$ cat src/rtl/smc_defines.vh
// Constants of the sleep-mode controller: register offsets, field positions,
// reset values and wake-up timing counts.
// Assumes a 100 MHz system clock and a 32-bit APB slave port.
`ifndef SMC_DEFINES_VH
`define SMC_DEFINES_VH

// Register byte offsets.
`define SMC_ADDR_POWER_CONTROL  12'h000
`define SMC_ADDR_COMPARATOR     12'h004
`define SMC_ADDR_WAKE_CONFIG    12'h008
`define SMC_ADDR_STATUS         12'h00c

// Field positions in the power control register.
`define SMC_BIT_SLEEP_ARM       7
`define SMC_MODE_HI             6
`define SMC_MODE_LO             4
// Field position in the comparator control register.
`define SMC_BIT_COMP_DISABLE    7
// Fields of the wake configuration register.
`define SMC_BIT_ASYNC_SELECT    0
`define SMC_BIT_CRYSTAL         1
`define SMC_FUSE_HI             5
`define SMC_FUSE_LO             2

// Reset values.
`define SMC_RST_POWER_CONTROL   8'h00
`define SMC_RST_COMPARATOR      8'h00
`define SMC_RST_WAKE_CONFIG     8'h00

// Sleep mode encodings.
`define SMC_MODE_IDLE           3'h0
`define SMC_MODE_ADC_NR         3'h1
`define SMC_MODE_PWR_DOWN       3'h2
`define SMC_MODE_PWR_SAVE       3'h3
`define SMC_MODE_STANDBY        3'h6
`define SMC_MODE_EXT_STANDBY    3'h7

// Timing counts in clock cycles.
`define SMC_HALT_CYCLES         8'h04
`define SMC_STANDBY_WAKE_CK     8'h06
`define SMC_PWR_WAKE_SHORT_CK   8'h06
`define SMC_PWR_WAKE_LONG_CK    8'h12

// Wake source vector bit positions.
`define SMC_SRC_EXT_EXT_LINE_2        0
`define SMC_SRC_EXT_LEVEL01     1
`define SMC_SRC_EXT_EDGE01      2
`define SMC_SRC_TWI_MATCH       3
`define SMC_SRC_TIMER2          4
`define SMC_SRC_SPM_EE          5
`define SMC_SRC_ADC             6
`define SMC_SRC_COMPARATOR      7
`define SMC_SRC_OTHER_IO        8
`define SMC_SRC_WIDTH           9

`endif

$ cat src/rtl/smc_sleep_ctrl.v
// Sleep-mode controller: sleeps on an armed sleep instruction, gates clock domains
// per mode, qualifies wake sources, and times the wake-up and core halt.
// Assumes the core pulses sleep_exec_i for one cycle per sleep instruction
// and that interrupt requests arrive already synchronous to clk_i, except
// the external line requests, which are synchronised here.
//
// The register offsets and the APB slave port were left to the implementer.
`timescale 1ns/1ns
`include "smc_defines.vh"

module smc_sleep_ctrl
(
  // Clock and reset.
  input  wire        clk_i,
  input  wire        rst_i,
  // APB slave port.
  input  wire        psel_i,
  input  wire        penable_i,
  input  wire        pwrite_i,
  input  wire [11:0] paddr_i,
  input  wire [31:0] pwdata_i,
  output wire        pready_o,
  output wire        pslverr_o,
  output reg  [31:0] prdata_o,
  // Core handshake.
  input  wire        sleep_exec_i,
  input  wire        sys_reset_req_i,
  input  wire        global_int_en_i,
  input  wire        adc_enabled_i,
  input  wire        timer2_ovf_en_i,
  input  wire        timer2_cmp_en_i,
  // Interrupt requests, each already gated by its own enable.
  input  wire [8:0]  wake_req_i,
  // Raw external line requests from pins.
  input  wire        ext_line_2_i,
  input  wire        ext_level_01_i,
  // Clock gates and controls.
  output reg         core_clock_en_o,
  output reg         program_memory_clock_en_o,
  output reg         peripheral_clock_en_o,
  output reg         converter_clock_en_o,
  output reg         async_timer_clock_en_o,
  output reg         main_osc_en_o,
  output reg         comparator_power_o,
  output reg         adc_start_o,
  output reg         core_halt_o,
  output reg         resume_next_o,
  output reg         restart_vector_o
);

  // Controller states.
  localparam [2:0] ST_RUN   = 3'h0;
  localparam [2:0] ST_SLEEP = 3'h1;
  localparam [2:0] ST_START = 3'h2;
  localparam [2:0] ST_HALT  = 3'h3;

  reg  [7:0] power_control_ff;   // Arm bit and mode select.
  reg  [7:0] comparator_ff;      // Comparator disable bit.
  reg  [7:0] wake_config_ff;     // Async select, crystal flag, start-up fuses.
  reg  [2:0] state_ff;           // Controller state.
  reg  [2:0] nxt_state;          // Next controller state.
  reg  [2:0] mode_ff;            // Mode latched at sleep entry.
  reg  [7:0] count_ff;           // Start-up and halt counter.
  reg  [7:0] nxt_count;          // Next counter value.
  reg        wake_is_reset_ff;   // Pending exit is a reset.
  reg  [1:0] ext_line_2_sync_ff;       // Synchroniser for line 2.
  reg  [1:0] lvl_sync_ff;        // Synchroniser for lines 0 and 1.

  wire [2:0] mode_sel   = power_control_ff[`SMC_MODE_HI:`SMC_MODE_LO];
  wire       sleep_arm  = power_control_ff[`SMC_BIT_SLEEP_ARM];
  wire       async_sel  = wake_config_ff[`SMC_BIT_ASYNC_SELECT];
  wire       crystal    = wake_config_ff[`SMC_BIT_CRYSTAL];
  wire [3:0] fuses      = wake_config_ff[`SMC_FUSE_HI:`SMC_FUSE_LO];
  wire       comp_off   = comparator_ff[`SMC_BIT_COMP_DISABLE];
  wire       apb_access = psel_i & penable_i;
  wire       apb_write  = apb_access & pwrite_i;

  // Without a crystal, standby falls back to power-down and extended standby to power-save behaviour.
  wire mode_reserved = (mode_sel == 3'h4) | (mode_sel == 3'h5);
  wire mode_standby  = (mode_ff == `SMC_MODE_STANDBY) | (mode_ff == `SMC_MODE_EXT_STANDBY);

  // The registers answer at once, so every access completes in one cycle.
  assign pready_o  = 1'b1;
  assign pslverr_o = 1'b0;

  // Two flip-flop synchronisers for the pin-driven external requests.
  always @(posedge clk_i or posedge rst_i)
  begin
    if (rst_i)
    begin
      ext_line_2_sync_ff <= 2'h0;
      lvl_sync_ff  <= 2'h0;
    end
    else
    begin
      ext_line_2_sync_ff <= {ext_line_2_sync_ff[0], ext_line_2_i};
      lvl_sync_ff  <= {lvl_sync_ff[0], ext_level_01_i};
    end
  end

  // Merge synchronised pin requests with the on-chip request vector.
  wire [8:0] req = wake_req_i |
                   {7'h00, lvl_sync_ff[1], ext_line_2_sync_ff[1]};

  // Per-mode allowed wake sources.
  reg [8:0] allow;
  always @*
  begin
    allow = 9'h000;
    case (mode_ff)
      `SMC_MODE_IDLE:
      begin
        allow = 9'h1ff;
        if (comp_off)
          allow[`SMC_SRC_COMPARATOR] = 1'b0;
      end
      `SMC_MODE_ADC_NR:
        allow = 9'h07b;
      `SMC_MODE_PWR_DOWN, `SMC_MODE_STANDBY:
        allow = 9'h00b;
      `SMC_MODE_PWR_SAVE, `SMC_MODE_EXT_STANDBY:
      begin
        allow = 9'h00b;
        allow[`SMC_SRC_TIMER2] = async_sel & global_int_en_i &
                                 (timer2_ovf_en_i | timer2_cmp_en_i);
      end
      default:
        allow = 9'h000;
    endcase
  end

  wire wake_int = |(req & allow);

  // Start-up delay: six for standby with a crystal, otherwise fuse-derived for power-down family.
  reg [7:0] startup_ck;
  always @*
  begin
    if (mode_ff == `SMC_MODE_IDLE || mode_ff == `SMC_MODE_ADC_NR)
      startup_ck = 8'h00;
    else if (mode_standby && crystal)
      startup_ck = `SMC_STANDBY_WAKE_CK;
    else if (fuses[3:1] == 3'h0)
      startup_ck = `SMC_PWR_WAKE_SHORT_CK;
    else
      startup_ck = `SMC_PWR_WAKE_LONG_CK;
  end

  // Sequencer next-state logic.
  always @*
  begin
    nxt_state = state_ff;
    nxt_count = count_ff;
    case (state_ff)
      ST_RUN:
      begin
        // An unarmed or reserved sleep leaves everything running.
        if (sleep_exec_i && sleep_arm && !mode_reserved)
          nxt_state = ST_SLEEP;
      end
      ST_SLEEP:
      begin
        if (sys_reset_req_i)
        begin
          nxt_state = ST_RUN;
        end
        else if (wake_int)
        begin
          nxt_state = (startup_ck == 8'h00) ? ST_HALT : ST_START;
          nxt_count = (startup_ck == 8'h00) ? `SMC_HALT_CYCLES : startup_ck;
        end
      end
      ST_START:
      begin
        if (count_ff == 8'h01)
        begin
          nxt_state = ST_HALT;
          nxt_count = `SMC_HALT_CYCLES;
        end
        else
          nxt_count = count_ff - 8'h01;
      end
      ST_HALT:
      begin
        if (count_ff == 8'h01)
          nxt_state = ST_RUN;
        else
          nxt_count = count_ff - 8'h01;
      end
      default:
        nxt_state = ST_RUN;
    endcase
  end

  // Sequencer state, mode latch and exit kind. Only control state lives
  // here; core storage is never touched, so its contents survive sleep.
  always @(posedge clk_i or posedge rst_i)
  begin
    if (rst_i)
    begin
      state_ff         <= ST_RUN;
      count_ff         <= 8'h00;
      mode_ff          <= `SMC_MODE_IDLE;
      wake_is_reset_ff <= 1'b0;
    end
    else
    begin
      state_ff <= nxt_state;
      count_ff <= nxt_count;
      if (state_ff == ST_RUN && nxt_state == ST_SLEEP)
        mode_ff <= mode_sel;
      wake_is_reset_ff <= (state_ff == ST_SLEEP) & sys_reset_req_i;
    end
  end

  // Clock gating, converter start and exit pulses, all registered.
  always @(posedge clk_i or posedge rst_i)
  begin
    if (rst_i)
    begin
      core_clock_en_o           <= 1'b1;
      program_memory_clock_en_o <= 1'b1;
      peripheral_clock_en_o     <= 1'b1;
      converter_clock_en_o      <= 1'b1;
      async_timer_clock_en_o    <= 1'b1;
      main_osc_en_o             <= 1'b1;
      comparator_power_o        <= 1'b1;
      adc_start_o               <= 1'b0;
      core_halt_o               <= 1'b0;
      resume_next_o             <= 1'b0;
      restart_vector_o          <= 1'b0;
    end
    else
    begin
      comparator_power_o <= ~comp_off;
      core_halt_o        <= (nxt_state != ST_RUN);
      resume_next_o      <= (state_ff == ST_HALT) & (nxt_state == ST_RUN);
      restart_vector_o   <= wake_is_reset_ff;
      // Converter starts once on entry into idle or noise mode.
      adc_start_o <= (state_ff == ST_RUN) & (nxt_state == ST_SLEEP) & adc_enabled_i &
                     ((mode_sel == `SMC_MODE_IDLE) | (mode_sel == `SMC_MODE_ADC_NR));
      if (state_ff == ST_SLEEP)
      begin
        core_clock_en_o           <= 1'b0;
        program_memory_clock_en_o <= 1'b0;
        peripheral_clock_en_o     <= (mode_ff == `SMC_MODE_IDLE);
        converter_clock_en_o      <= (mode_ff == `SMC_MODE_IDLE) |
                                     (mode_ff == `SMC_MODE_ADC_NR);
        async_timer_clock_en_o    <= (mode_ff == `SMC_MODE_IDLE) |
                                     (mode_ff == `SMC_MODE_ADC_NR) |
                                     (((mode_ff == `SMC_MODE_PWR_SAVE) |
                                       (mode_ff == `SMC_MODE_EXT_STANDBY)) & async_sel);
        // Standby keeps the oscillator only when a crystal is fitted.
        main_osc_en_o             <= (mode_ff == `SMC_MODE_IDLE) |
                                     (mode_ff == `SMC_MODE_ADC_NR) |
                                     (mode_standby & crystal);
      end
      else
      begin
        core_clock_en_o           <= 1'b1;
        program_memory_clock_en_o <= 1'b1;
        peripheral_clock_en_o     <= 1'b1;
        converter_clock_en_o      <= 1'b1;
        async_timer_clock_en_o    <= 1'b1;
        main_osc_en_o             <= 1'b1;
      end
    end
  end

  // Register writes take effect in the access cycle.
  always @(posedge clk_i or posedge rst_i)
  begin
    if (rst_i)
    begin
      power_control_ff <= `SMC_RST_POWER_CONTROL;
      comparator_ff    <= `SMC_RST_COMPARATOR;
      wake_config_ff   <= `SMC_RST_WAKE_CONFIG;
    end
    else if (apb_write)
    begin
      case (paddr_i)
        `SMC_ADDR_POWER_CONTROL:
          power_control_ff <= pwdata_i[7:0];
        `SMC_ADDR_COMPARATOR:
          comparator_ff    <= pwdata_i[7:0];
        `SMC_ADDR_WAKE_CONFIG:
          wake_config_ff   <= pwdata_i[7:0];
        default:
          power_control_ff <= power_control_ff;
      endcase
    end
  end

  // Read mux; unmapped addresses read zero.
  always @*
  begin
    case (paddr_i)
      `SMC_ADDR_POWER_CONTROL:
        prdata_o = {24'h000000, power_control_ff};
      `SMC_ADDR_COMPARATOR:
        prdata_o = {24'h000000, comparator_ff};
      `SMC_ADDR_WAKE_CONFIG:
        prdata_o = {24'h000000, wake_config_ff};
      `SMC_ADDR_STATUS:
        prdata_o = {21'h000000, mode_ff, count_ff[4:0], state_ff};
      default:
        prdata_o = 32'h00000000;
    endcase
  end

endmodule // smc_sleep_ctrl

$ cat config.mk
export PLATFORM = sky130hd
export DESIGN_NAME = smc_sleep_ctrl
export DESIGN_NICKNAME = d
export VERILOG_FILES = /design/src/rtl/smc_sleep_ctrl.v
export VERILOG_INCLUDE_DIRS = /design/src /design/src/rtl
export SDC_FILE = /design/constraint.sdc
export NUM_CORES = 1
export LEC_CHECK = 0
export ABC_AREA = 1
export ABC_CLOCK_PERIOD_IN_PS = 5450
export BUFFER_PORTS_ARGS = -buffer_cell sky130_fd_sc_hd__buf_2
export CAP_MARGIN = 20
export CORE_UTILIZATION = 49
export CTS_BUF_LIST = sky130_fd_sc_hd__clkbuf_4 sky130_fd_sc_hd__clkbuf_8
export CTS_CLUSTER_SIZE = 40
export DETAILED_ROUTE_END_ITERATION = 10
export HOLD_SLACK_MARGIN = 0.03
export PLACE_DENSITY = 0.78
export SYNTH_ARGS = -nofsm -noshare
export SYNTH_HDL_FRONTEND = slang
export SYNTH_SLANG_ARGS = --single-unit
export TNS_END_PERCENT = 30
$ cat constraint.sdc
create_clock -name clk_i -period 5.45 [get_ports clk_i]
set_clock_uncertainty 0.2 [all_clocks]
set_input_delay 1.635 -clock clk_i [delete_from_list [all_inputs] [get_ports clk_i]]
set_output_delay 1.635 -clock clk_i [all_outputs]
set_load 0.03 [all_outputs]
==> results of run 1 <==
-- worst max-delay path by stage --
| stage | start | end | slack, ns | cells after the start |
|---|---|---|---|---|
| global placement | paddr_i[9] | prdata_o[5] | 0.49 | 8 |
| detailed placement | paddr_i[9] | prdata_o[5] | 0.43 | 8 |
| CTS | paddr_i[9] | prdata_o[5] | 0.43 | 8 |
| finish | paddr_i[9] | prdata_o[5] | 0.39 | 8 |
| global route | paddr_i[9] | prdata_o[5] | 0.25 | 8 |
| floorplan | paddr_i[1] | prdata_o[1] | 0.81 | 4 |
-- report_power, final --
part / internal (mW) / switching, mW / total, mW / leakage (nW)
registers: 0.417 / 0.0222 / 0.439 / 0.648
clock network: 0.0930 / 0.142 / 0.235 / 0.0447
logic: 0.0618 / 0.131 / 0.193 / 1.11
-- logic make-up (layout without fill, tap and decap cells) --
family / count (synthesis) / in the layout / share of synthesized area [%]
adders and majority gates: 2 / 2 / 0.8216
DFF: 53 / 53 / 43.80
xor gates and xnor gates: 3 / 3 / 0.8629
other: 2 / 24 / 0.2466
AOI/OAI and AO/OA: 53 / 53 / 11.71
buffers and inverters: 82 / 124 / 14.21
and+or+nand+nor: 161 / 161 / 28.35
-- metal layers --
metal,up-vias,share of wire [%],wire length (µm),GRT usage (%)
met5,-,0,0,0
met1,1141,46,2860,28.67
met2,89,46,2854,33.87
met4,0,1.5,91,6.964
li1,1234,-,-,-
met3,8,7.3,457,4.270
-- worst reg2reg max path, delay by kind of cell (launching register included) --
kind,cells,cell delay (ns)
fa+ha+maj,1,0.15
flops,1,0.42
simple gates,7,0.73
buf+inv,3,0.28
-- area by class of cell --
class                   count  area (µm²)
multi-input cells         243        1361
clock buffers               5       68.82
flip-flops and latches     53        1334
clock inverters             3       25.02
inverters                  51       191.4
repair buffers             65       342.8
fillers                   569        2539
well taps                  75       93.84
-- flip-flops by register name, indices dropped and copies added, names as in the netlist --
| register | count |
|---|---|
| core_halt_o | 1 |
| resume_next_o | 1 |
| mode_ff | 3 |
| restart_vector_o | 1 |
| state_ff | 3 |
| wake_config_ff | 8 |
| peripheral_clock_en_o | 1 |
| adc_start_o | 1 |
| ext_line_2_sync_ff | 2 |
| comparator_ff | 8 |
| power_control_ff | 8 |
| wake_is_reset_ff | 1 |
| lvl_sync_ff | 2 |
| converter_clock_en_o | 1 |
| async_timer_clock_en_o | 1 |
| comparator_power_o | 1 |
| program_memory_clock_en_o | 1 |
| count_ff | 8 |
| main_osc_en_o | 1 |
-- stage by stage --
step           setup slack (ns)  hold WS (ns)
6_report                 0.3861        0.1572
5_1_grt                  0.2542        0.1671
4_1_cts                  0.4287        0.1597
3_5_place_dp             0.4303        0.1362
3_3_place_gp             0.4916        0.1345
2_1_floorplan            0.8061        0.1312
-- cells in the final DEF, fill, tap and decap left out, types with 6 or more instances in the layout --
| cell | instances |
|---|---|
| o21ai_1 | 14 |
| inv_1 | 44 |
| o22ai_1 | 6 |
| buf_2 | 63 |
| dfrtp_1 | 47 |
| nor2_1 | 32 |
| nand2_1 | 63 |
| nand4_1 | 16 |
| nand2_2 | 14 |
| conb_1 | 24 |
| o21ai_2 | 14 |
| dfstp_2 | 6 |
| nand3_1 | 11 |
| inv_2 | 7 |
==> summary.json, run 1 <==
{
  "regToRegStartpoint": {"value": "count_ff[1]$_DFFE_PP0P_"},
  "synthesis.area": {"value": 3045, "unit": "µm²"},
  "groute.usage.overall": {"value": 21.18, "unit": "%"},
  "hold-path-cell-count": {"value": 0},
  "cpPeakStageDelay": {"value": 0.32, "unit": "ns"},
  "synth-seq-area-share": {"value": 43.80, "unit": "%"},
  "total_number_of_vias": {"value": 2472},
  "cts_tree": {"value": "yes"},
  "numPlacedInstances": {"value": 486},
  "leakage": {"value": 1.799, "unit": "nW"},
  "detailed_router_iteration_count_before_antenna_repair": {"value": 4},
  "hold_path_startpoint": {"value": "lvl_sync_ff[0]$_DFF_PP0_"},
  "post_cts.repair.setup_buffers": {"value": 0},
  "outcome": {"value": "complete, no violations"},
  "cts.reportedPaths.clkPinSlew": {"value": 0.10, "unit": "ns"},
  "die-height": {"value": 80.84, "unit": "µm"},
  "design_power_total": {"value": 0.8671, "unit": "mW"},
  "yosys.area.top_type_share": {"value": 38.62, "unit": "%"},
  "max-cap-violations": {"value": 0},
  "insertedDiodeCount": {"value": 0},
  "finish.instance_area": {"value": 3417, "unit": "µm²"},
  "crit_path_max_fanout": {"value": 19},
  "postLayoutCoreUtil": {"value": 57.37, "unit": "%"},
  "max_freq": {"value": 197.5, "unit": "MHz"},
  "irDropWorstVdd": {"value": 0.0001349, "unit": "V"},
  "cpMaxStageDelayCell": {"value": "nand3_1"},
  "finalSetupViolations": {"value": 0},
  "grt_setup_unrepaired": {"value": "no"},
  "grt_pass1_vias": {"value": 2220},
  "post_cts.resized_instances": {"value": 0},
  "worst_path_dominant_cell_family": {"value": "simple AND/OR/NAND/NOR gates"},
  "clock-root-buffer": {"value": "clkbuf_8"},
  "synth.top_cells.by_count": {"value": "nand2_1 (63), dfrtp_1 (47), inv_1 (45), nor2_1 (32), buf_4 (24)"},
  "critical_path_buf_inv_count": {"value": 2},
  "ys_seq_elements": {"value": 53},
  "place_hpwl": {"value": 4.723, "unit": "mm"},
  "ant_nets": {"value": 0},
  "hold_path_class": {"value": "reg2reg"},
  "hold_violations": {"value": 0},
  "r2r_slack": {"value": 3.59, "unit": "ns"},
  "buffer_ports.inserted": {"value": 63},
  "final_number_of_max_transition_violations": {"value": 0},
  "fin_nets": {"value": 487},
  "most_common_cell_in_the_netlist": {"value": "nand2_1"},
  "timing.setup.critical_path_class": {"value": "in2out"},
  "number_of_placement_rows": {"value": 28},
  "startpoint_type": {"value": "input port"},
  "drt_iter0_markers": {"value": 149},
  "final_min_period_over_clock_period": {"value": 92.92, "unit": "%"},
  "htree_num_levels": {"value": 2},
  "yosysTopAreaCell": {"value": "dfrtp_1"},
  "share_of_layout_cells_above_drive_strength_1": {"value": 32.14, "unit": "%"},
  "grt_start_max_net_pins": {"value": 54},
  "critPathCaptureType": {"value": "primary output"},
  "grt_remaining_overflow": {"value": 0},
  "grt_pass1_wl": {"value": 10.44, "unit": "mm"},
  "gpl.final_weighted_congestion": {"value": 0.8434},
  "setup_tns": {"value": 0, "unit": "ns"},
  "finalNonFillerCells": {"value": 495},
  "chipWidth": {"value": 80.84, "unit": "µm"},
  "rr_endpoint": {"value": "count_ff[4]$_DFFE_PP0P_"},
  "crit_top_cell": {"value": "buf_2"},
  "critical_path_required": {"value": 3.62, "unit": "ns"},
  "number_of_buffers_created_by_cts": {"value": 5},
  "p_per_area": {"value": 253.7, "unit": "nW/µm²"},
  "post_cts_hold_fix_bufs": {"value": 0},
  "wire_per_inst": {"value": 12.65, "unit": "µm"},
  "worst_skew_pair.late_latency": {"value": 0.32, "unit": "ns"},
  "min_to": {"value": "lvl_sync_ff[1]$_DFF_PP0_"},
  "syn_inst": {"value": 356},
  "postSynthAreaPerCell": {"value": 8.555, "unit": "µm²"},
  "core_region_area": {"value": 5956, "unit": "µm²"},
  "design.die.area": {"value": 6534, "unit": "µm²"},
  "start_util": {"value": 51.13, "unit": "%"},
  "number_of_antenna_violations_at_the_first_check_in_global_routing": {"value": 0},
  "yosys_most_used_dff": {"value": "dfrtp_1"},
  "synth_area_leaders": {"value": "dfrtp_1 (39%), nand2_1 (7.8%), buf_4 (5.9%), inv_1 (5.5%), dfstp_2 (5.2%)"},
  "crit_chain": {"value": "buf_2, nor2_1, nand2_1, nor2_8, nand3_1, o22ai_1, or2_2, buf_2"},
  "clock_sinks": {"value": 53},
  "number_of_enable_flip_flop_cells_after_synthesis": {"value": 0},
  "critical_path_arrival": {"value": 3.23, "unit": "ns"},
  "flow.area_growth_from_synthesis": {"value": 12.20, "unit": "%"},
  "cts.path.max_buffers": {"value": 2},
  "final_period_minus_worst_setup_slack": {"value": 5.064, "unit": "ns"},
  "fraction_of_registers_with_async_set_reset": {"value": 100.0, "unit": "%"},
  "detail_route.vias_per_cell": {"value": 4.994},
  "yosys_cell_types": {"value": 41},
  "io_pins": {"value": 111},
  "placedInstanceArea": {"value": 3303, "unit": "µm²"},
  "drt-total-wl": {"value": 6.263, "unit": "mm"},
  "r2r.worst_path.cells": {"value": 11},
  "synth_warnings": {"value": 0},
  "drt_drc_violations_left": {"value": 0}
}
No activity file was read; power rests on OpenSTA's default activity.
==> run 2: changes to the inputs <==
PLACE_DENSITY = 0.79   (was 0.78)
==> run 2 against run 1 <==
  * Setup slack better by 0.074 ns
  * Highest routed layer unchanged
  * Combinational power hardly changed
  * First-iteration DRC count is 13% lower
  * Utilization is 0.21 points lower
==> summary.json, run 2 (synthesized netlist as in run 1, its figures left out) <==
{
  "drt_drc_violations_left": {"value": 0},
  "grt_remaining_overflow": {"value": 0},
  "number_of_antenna_violations_at_the_first_check_in_global_routing": {"value": 0},
  "leakage": {"value": 1.794, "unit": "nW"},
  "wire_per_inst": {"value": 12.56, "unit": "µm"},
  "layout_common_cells": {"value": "nand2_1 (63), buf_2 (63), dfrtp_1 (47)"},
  "drt-total-wl": {"value": 6.218, "unit": "mm"},
  "timing.setup.critical_path_class": {"value": "in2out"},
  "drt_iter0_markers": {"value": 130},
  "grt_start_max_net_pins": {"value": 54},
  "cts_tree": {"value": "yes"},
  "final_number_of_max_transition_violations": {"value": 0},
  "irDropWorstVdd": {"value": 0.0001351, "unit": "V"},
  "cts.reportedPaths.clkPinSlew": {"value": 0.10, "unit": "ns"},
  "gpl.final_weighted_congestion": {"value": 0.8461},
  "max_freq": {"value": 200.4, "unit": "MHz"},
  "total_number_of_vias": {"value": 2496},
  "flow.area_growth_from_synthesis": {"value": 11.79, "unit": "%"},
  "max-cap-violations": {"value": 0},
  "number_of_buffers_created_by_cts": {"value": 5},
  "postLayoutCoreUtil": {"value": 57.16, "unit": "%"},
  "post_cts_hold_fix_bufs": {"value": 0},
  "grt_pass1_wl": {"value": 10.49, "unit": "mm"},
  "ant_nets": {"value": 0},
  "buffer_ports.inserted": {"value": 63},
  "clock-root-buffer": {"value": "clkbuf_8"},
  "post_cts.repair.setup_buffers": {"value": 0},
  "insertedDiodeCount": {"value": 0},
  "start_util": {"value": 51.13, "unit": "%"},
  "grt_setup_unrepaired": {"value": "no"},
  "routedLengthMet1": {"value": 2.821, "unit": "mm"},
  "die-height": {"value": 80.84, "unit": "µm"},
  "groute.usage.overall": {"value": 20.96, "unit": "%"},
  "design.die.area": {"value": 6534, "unit": "µm²"},
  "routed-wl-met3": {"value": 447, "unit": "µm"},
  "io_pins": {"value": 111},
  "worst_slew_margin_rel": {"value": 56.99, "unit": "%"},
  "core_region_area": {"value": 5956, "unit": "µm²"},
  "top_signal_layer_used": {"value": "met4"},
  "finalSetupViolations": {"value": 0},
  "critical_path_arrival": {"value": 3.15, "unit": "ns"},
  "detail_route.vias_per_cell": {"value": 5.042},
  "cts.path.max_buffers": {"value": 2},
  "p_per_area": {"value": 255.2, "unit": "nW/µm²"},
  "r2r_slack": {"value": 3.54, "unit": "ns"},
  "share_of_layout_cells_above_drive_strength_1": {"value": 32.14, "unit": "%"},
  "hold_path_class": {"value": "reg2reg"},
  "worst_pin_slew": {"value": 0.6452, "unit": "ns"},
  "setup_tns": {"value": 0, "unit": "ns"},
  "critPathCaptureType": {"value": "primary output"},
  "number_of_placement_rows": {"value": 28},
  "hold_violations": {"value": 0},
  "chipWidth": {"value": 80.84, "unit": "µm"},
  "detailed_router_iteration_count_before_antenna_repair": {"value": 4},
  "startpoint_type": {"value": "input port"},
  "clock_sinks": {"value": 53},
  "place_hpwl": {"value": 4.707, "unit": "mm"},
  "grt_pass1_vias": {"value": 2251},
  "final_min_period_over_clock_period": {"value": 91.56, "unit": "%"},
  "htree_num_levels": {"value": 2},
  "outcome": {"value": "complete, no violations"},
  "critical_path_required": {"value": 3.62, "unit": "ns"},
  "fin_nets": {"value": 487},
  "worst_skew_pair.late_latency": {"value": 0.32, "unit": "ns"},
  "final_period_minus_worst_setup_slack": {"value": 4.990, "unit": "ns"},
  "met2WireLength": {"value": 2.861, "unit": "mm"},
  "design_power_total": {"value": 0.8688, "unit": "mW"},
  "filler_cell_count": {"value": 547},
  "crit_path_max_fanout": {"value": 6},
  "post_cts.resized_instances": {"value": 0}
}
## run 2: cell counts in the layout (fill, tap and decap cells not counted)
No cell type changed its count.
## run 2: report_power, final
group	switching (mW)	internal, mW	leakage, nW
clock	0.141	0.0930	0.0447
sequential	0.0227	0.417	0.648
combinational	0.133	0.0610	1.10
total	0.298	0.571	1.79
## run 2: worst max-delay path, cell delays in order
cell	delay (ns)
buf_2	0.09
or2_4	0.27
nor2_1	0.30
nand3_1	0.30
o22ai_1	0.22
or2_2	0.14
buf_2	0.19
## run 2: stage by stage
step / hold slack, ns / setup slack [ns] / cell area (µm²) / cells
finish: 0.1631 / 0.4602 / 3405 / 495
global route: 0.1787 / 0.3124 / 3405 / 495
CTS: 0.1674 / 0.4814 / 3405 / 495
detailed placement: 0.1470 / 0.4744 / 3311 / 487
global placement: 0.1337 / 0.4872 / 3311 / 487
floorplan: 0.1312 / 0.8061 / 3128 / 378
## run 2: path summary, 6_finish.rpt
| path | startpoint | endpoint | cells after the start |
|---|---|---|---|
| worst max-delay path | paddr_i[1] | prdata_o[5] | 7 |
| worst min-delay path | ext_line_2_sync_ff[0]$_DFF_PP0_ | ext_line_2_sync_ff[1]$_DFF_PP0_ | 0 |
| worst max register to register | count_ff[1]$_DFFE_PP0P_ | count_ff[2]$_DFFE_PP0P_ | 11 |
| worst min register to register | ext_line_2_sync_ff[0]$_DFF_PP0_ | ext_line_2_sync_ff[1]$_DFF_PP0_ | 0 |
| max in group asynchronous | rst_i | wake_config_ff[0]$_DFFE_PP0P_ | 3 |
| min in group asynchronous | rst_i | lvl_sync_ff[0]$_DFF_PP0_ | 3 |
## run 2: area by class of cell
type                            instances  area (µm²)  share of cell area (%)
Timing Repair Buffer                   65       330.3                   9.702
Multi-Input combinational cell        243        1361                   39.99
Sequential cell                        53        1334                   39.18
Tap cell                               75       93.84                   2.756
Inverter                               51       191.4                   5.623
Clock inverter                          3       25.02                  0.7350
Clock buffer                            5       68.82                   2.021
## run 2: routing by layer
metal  track usage [%]  up-vias
met2             33.45       99
met4             6.607        0
met1             28.56     1155
li1                  -     1232
met3             4.270       10
met5                 0        -
==> run 3: changes to the inputs <==
--- a/config.mk
+++ b/config.mk
@@ -14,3 +14,2 @@
 export CTS_BUF_LIST = sky130_fd_sc_hd__clkbuf_4 sky130_fd_sc_hd__clkbuf_8
-export CTS_CLUSTER_SIZE = 40
 export DETAILED_ROUTE_END_ITERATION = 10
@@ -21,2 +20,2 @@
 export SYNTH_SLANG_ARGS = --single-unit
-export TNS_END_PERCENT = 30
+export TNS_END_PERCENT = 1
==> constraint.sdc (replaced) <==
create_clock -name clk_i -period 5.45 [get_ports clk_i]
set_clock_uncertainty 0.2 [all_clocks]
set_input_delay 0.545 -clock clk_i [delete_from_list [all_inputs] [get_ports clk_i]]
set_output_delay 0.545 -clock clk_i [all_outputs]
set_load 0.03 [all_outputs]
==> run 3 against run 2 <==
  * Combinational power about the same
  * Flip-flop and latch count unchanged
  * Clock-buffer cell count unchanged
  * Routed wire length up 2.3%
  * Largest power group unchanged
  * Highest routed layer unchanged
==> summary.json, run 3 (synthesized netlist as in run 1, its figures left out) <==
{
  "hold_path_class": {"value": "in2reg"},
  "placement.setup.worst_slack": {"value": 2.303, "unit": "ns"},
  "final_critical_path_setup_slack": {"value": 2.200, "unit": "ns"},
  "drt_drc_violations_left": {"value": 0},
  "multiInputGateArea": {"value": 1361, "unit": "µm²"},
  "grt_pass1_vias": {"value": 2247},
  "cts.path.max_buffers": {"value": 2},
  "placedInstanceArea": {"value": 3303, "unit": "µm²"},
  "crit_top_cell": {"value": "buf_2"},
  "crit_chain": {"value": "buf_2, or2_4, nor2_1, nand3_1, o22ai_1, or2_2, buf_2"},
  "layout_common_cells": {"value": "nand2_1 (63), buf_2 (63), dfrtp_1 (47)"},
  "worst_skew_pair.late_latency": {"value": 0.31, "unit": "ns"},
  "rr_endpoint": {"value": "count_ff[6]$_DFFE_PP0P_"},
  "max-cap-violations": {"value": 0},
  "worst_pin_slew": {"value": 0.7607, "unit": "ns"},
  "final_period_minus_worst_setup_slack": {"value": 3.250, "unit": "ns"},
  "wire_per_inst": {"value": 12.88, "unit": "µm"},
  "final_number_of_max_transition_violations": {"value": 0},
  "worst_path_dominant_cell_family": {"value": "simple AND/OR/NAND/NOR gates"},
  "r2r.worst_path.cells": {"value": 11},
  "start_util": {"value": 51.13, "unit": "%"},
  "drt-total-wl": {"value": 6.362, "unit": "mm"},
  "cts.reportedPaths.clkPinSlew": {"value": 0.10, "unit": "ns"},
  "htree_num_levels": {"value": 2},
  "outcome": {"value": "complete, no violations"},
  "share_of_layout_cells_above_drive_strength_1": {"value": 31.98, "unit": "%"},
  "critical_path_required": {"value": 4.70, "unit": "ns"},
  "gpl.final_weighted_congestion": {"value": 0.8508},
  "max_freq": {"value": 307.7, "unit": "MHz"},
  "r2r_slack": {"value": 3.53, "unit": "ns"},
  "die-height": {"value": 80.84, "unit": "µm"},
  "grt_remaining_overflow": {"value": 0},
  "insertedDiodeCount": {"value": 0},
  "hold_violations": {"value": 0},
  "critPathCaptureType": {"value": "primary output"},
  "cts_tree": {"value": "yes"},
  "flow.area_growth_from_synthesis": {"value": 11.54, "unit": "%"},
  "ant_nets": {"value": 0},
  "clock-root-buffer": {"value": "clkbuf_8"},
  "place_hpwl": {"value": 4.746, "unit": "mm"},
  "grt_start_max_net_pins": {"value": 54},
  "cpMaxStageDelayCell": {"value": "nor2_1"},
  "p_per_area": {"value": 253.0, "unit": "nW/µm²"},
  "timing.setup.critical_path_class": {"value": "in2out"},
  "total_number_of_vias": {"value": 2496},
  "filler_cell_count": {"value": 557},
  "detail_route.vias_per_cell": {"value": 5.053},
  "finish.instance_area": {"value": 3397, "unit": "µm²"},
  "regToRegStartpoint": {"value": "count_ff[1]$_DFFE_PP0P_"},
  "chipWidth": {"value": 80.84, "unit": "µm"},
  "design.die.area": {"value": 6534, "unit": "µm²"},
  "grt_pass1_wl": {"value": 10.47, "unit": "mm"},
  "detailed_router_iteration_count_before_antenna_repair": {"value": 6},
  "setup_tns": {"value": 0, "unit": "ns"},
  "io_pins": {"value": 111},
  "critical_path_arrival": {"value": 2.51, "unit": "ns"},
  "worst_slew_margin_rel": {"value": 49.10, "unit": "%"},
  "storage_cell_area": {"value": 1334, "unit": "µm²"},
  "core_region_area": {"value": 5956, "unit": "µm²"},
  "number_of_placement_rows": {"value": 28},
  "startpoint_type": {"value": "input port"},
  "number_of_antenna_violations_at_the_first_check_in_global_routing": {"value": 0},
  "groute.usage.overall": {"value": 21.18, "unit": "%"},
  "drt_iter0_markers": {"value": 180},
  "grt_setup_unrepaired": {"value": "no"},
  "clock_sinks": {"value": 53},
  "worstSetupPathDepth": {"value": 7},
  "post_cts_hold_fix_bufs": {"value": 0},
  "number_of_buffers_created_by_cts": {"value": 5},
  "critical_path_buf_inv_count": {"value": 2},
  "cpPeakStageDelay": {"value": 0.59, "unit": "ns"},
  "fin_nets": {"value": 486},
  "crit_path_max_fanout": {"value": 12},
  "buffer_ports.inserted": {"value": 63},
  "final_min_period_over_clock_period": {"value": 59.64, "unit": "%"},
  "crit_start": {"value": "paddr_i[1]"},
  "irDropWorstVdd": {"value": 0.0001307, "unit": "V"},
  "post_cts.resized_instances": {"value": 0},
  "post_cts.repair.setup_buffers": {"value": 0},
  "leakage": {"value": 1.789, "unit": "nW"},
  "crit_path_end": {"value": "prdata_o[5]"},
  "finalSetupViolations": {"value": 0}
}
## run 3: cell count changes in the layout (fill, tap and decap cells not counted), sizes merged
| cell | delta |
|---|---|
| clkinv | -1 |
| inv | +1 |
| buf | -1 |
## run 3: worst min path at each step
stage	depth (start not counted)	from	end	slack, ns
5_1_grt	1	ext_line_2_i	ext_line_2_sync_ff[0]$_DFF_PP0_	0.12
4_1_cts	1	ext_level_01_i	lvl_sync_ff[0]$_DFF_PP0_	0.13
3_3_place_gp	0	lvl_sync_ff[0]$_DFF_PP0_	lvl_sync_ff[1]$_DFF_PP0_	0.13
2_1_floorplan	0	ext_line_2_sync_ff[0]$_DFF_PP0_	ext_line_2_sync_ff[1]$_DFF_PP0_	0.13
3_5_place_dp	0	wake_is_reset_ff$_DFF_PP0_	restart_vector_o$_DFF_PP0_	0.14
6_report	1	ext_line_2_i	ext_line_2_sync_ff[0]$_DFF_PP0_	0.13
## run 3: area by class of cell
type                       instances  area share [%]
tap                               75           2.762
inverter                          51           5.635
clock buffer                       5           2.026
timing repair buffer              64           9.503
multi-input combinational        243           40.07
sequential                        53           39.26
clock inverter                     3          0.7366
## run 3: power by group
part           switching [mW]  internal [mW]
Combinational           0.133         0.0607
Sequential             0.0229          0.417
Clock                   0.132         0.0937
Total                   0.288          0.571
## run 3: per-layer routing
metal	up-vias	share of wire, %	GRT usage (%)
met1	1140	44	27.99
met4	0	1.9	7.679
met3	13	6.5	4.045
met2	110	48	34.54
li1	1233	-	-
met5	-	0	0
## run 3: stage by stage
stage          cells  hold slack [ns]  utilization (%)  total power, mW
3_3_place_gp     486           0.1334            55.46           0.6330
5_1_grt          494           0.1168            57.04           0.9122
4_1_cts          494           0.1269            57.04           0.8692
3_5_place_dp     486           0.1356            55.46           0.6405
6_report         494           0.1300            57.04           0.8595
2_1_floorplan    378           0.1312                -           0.6073
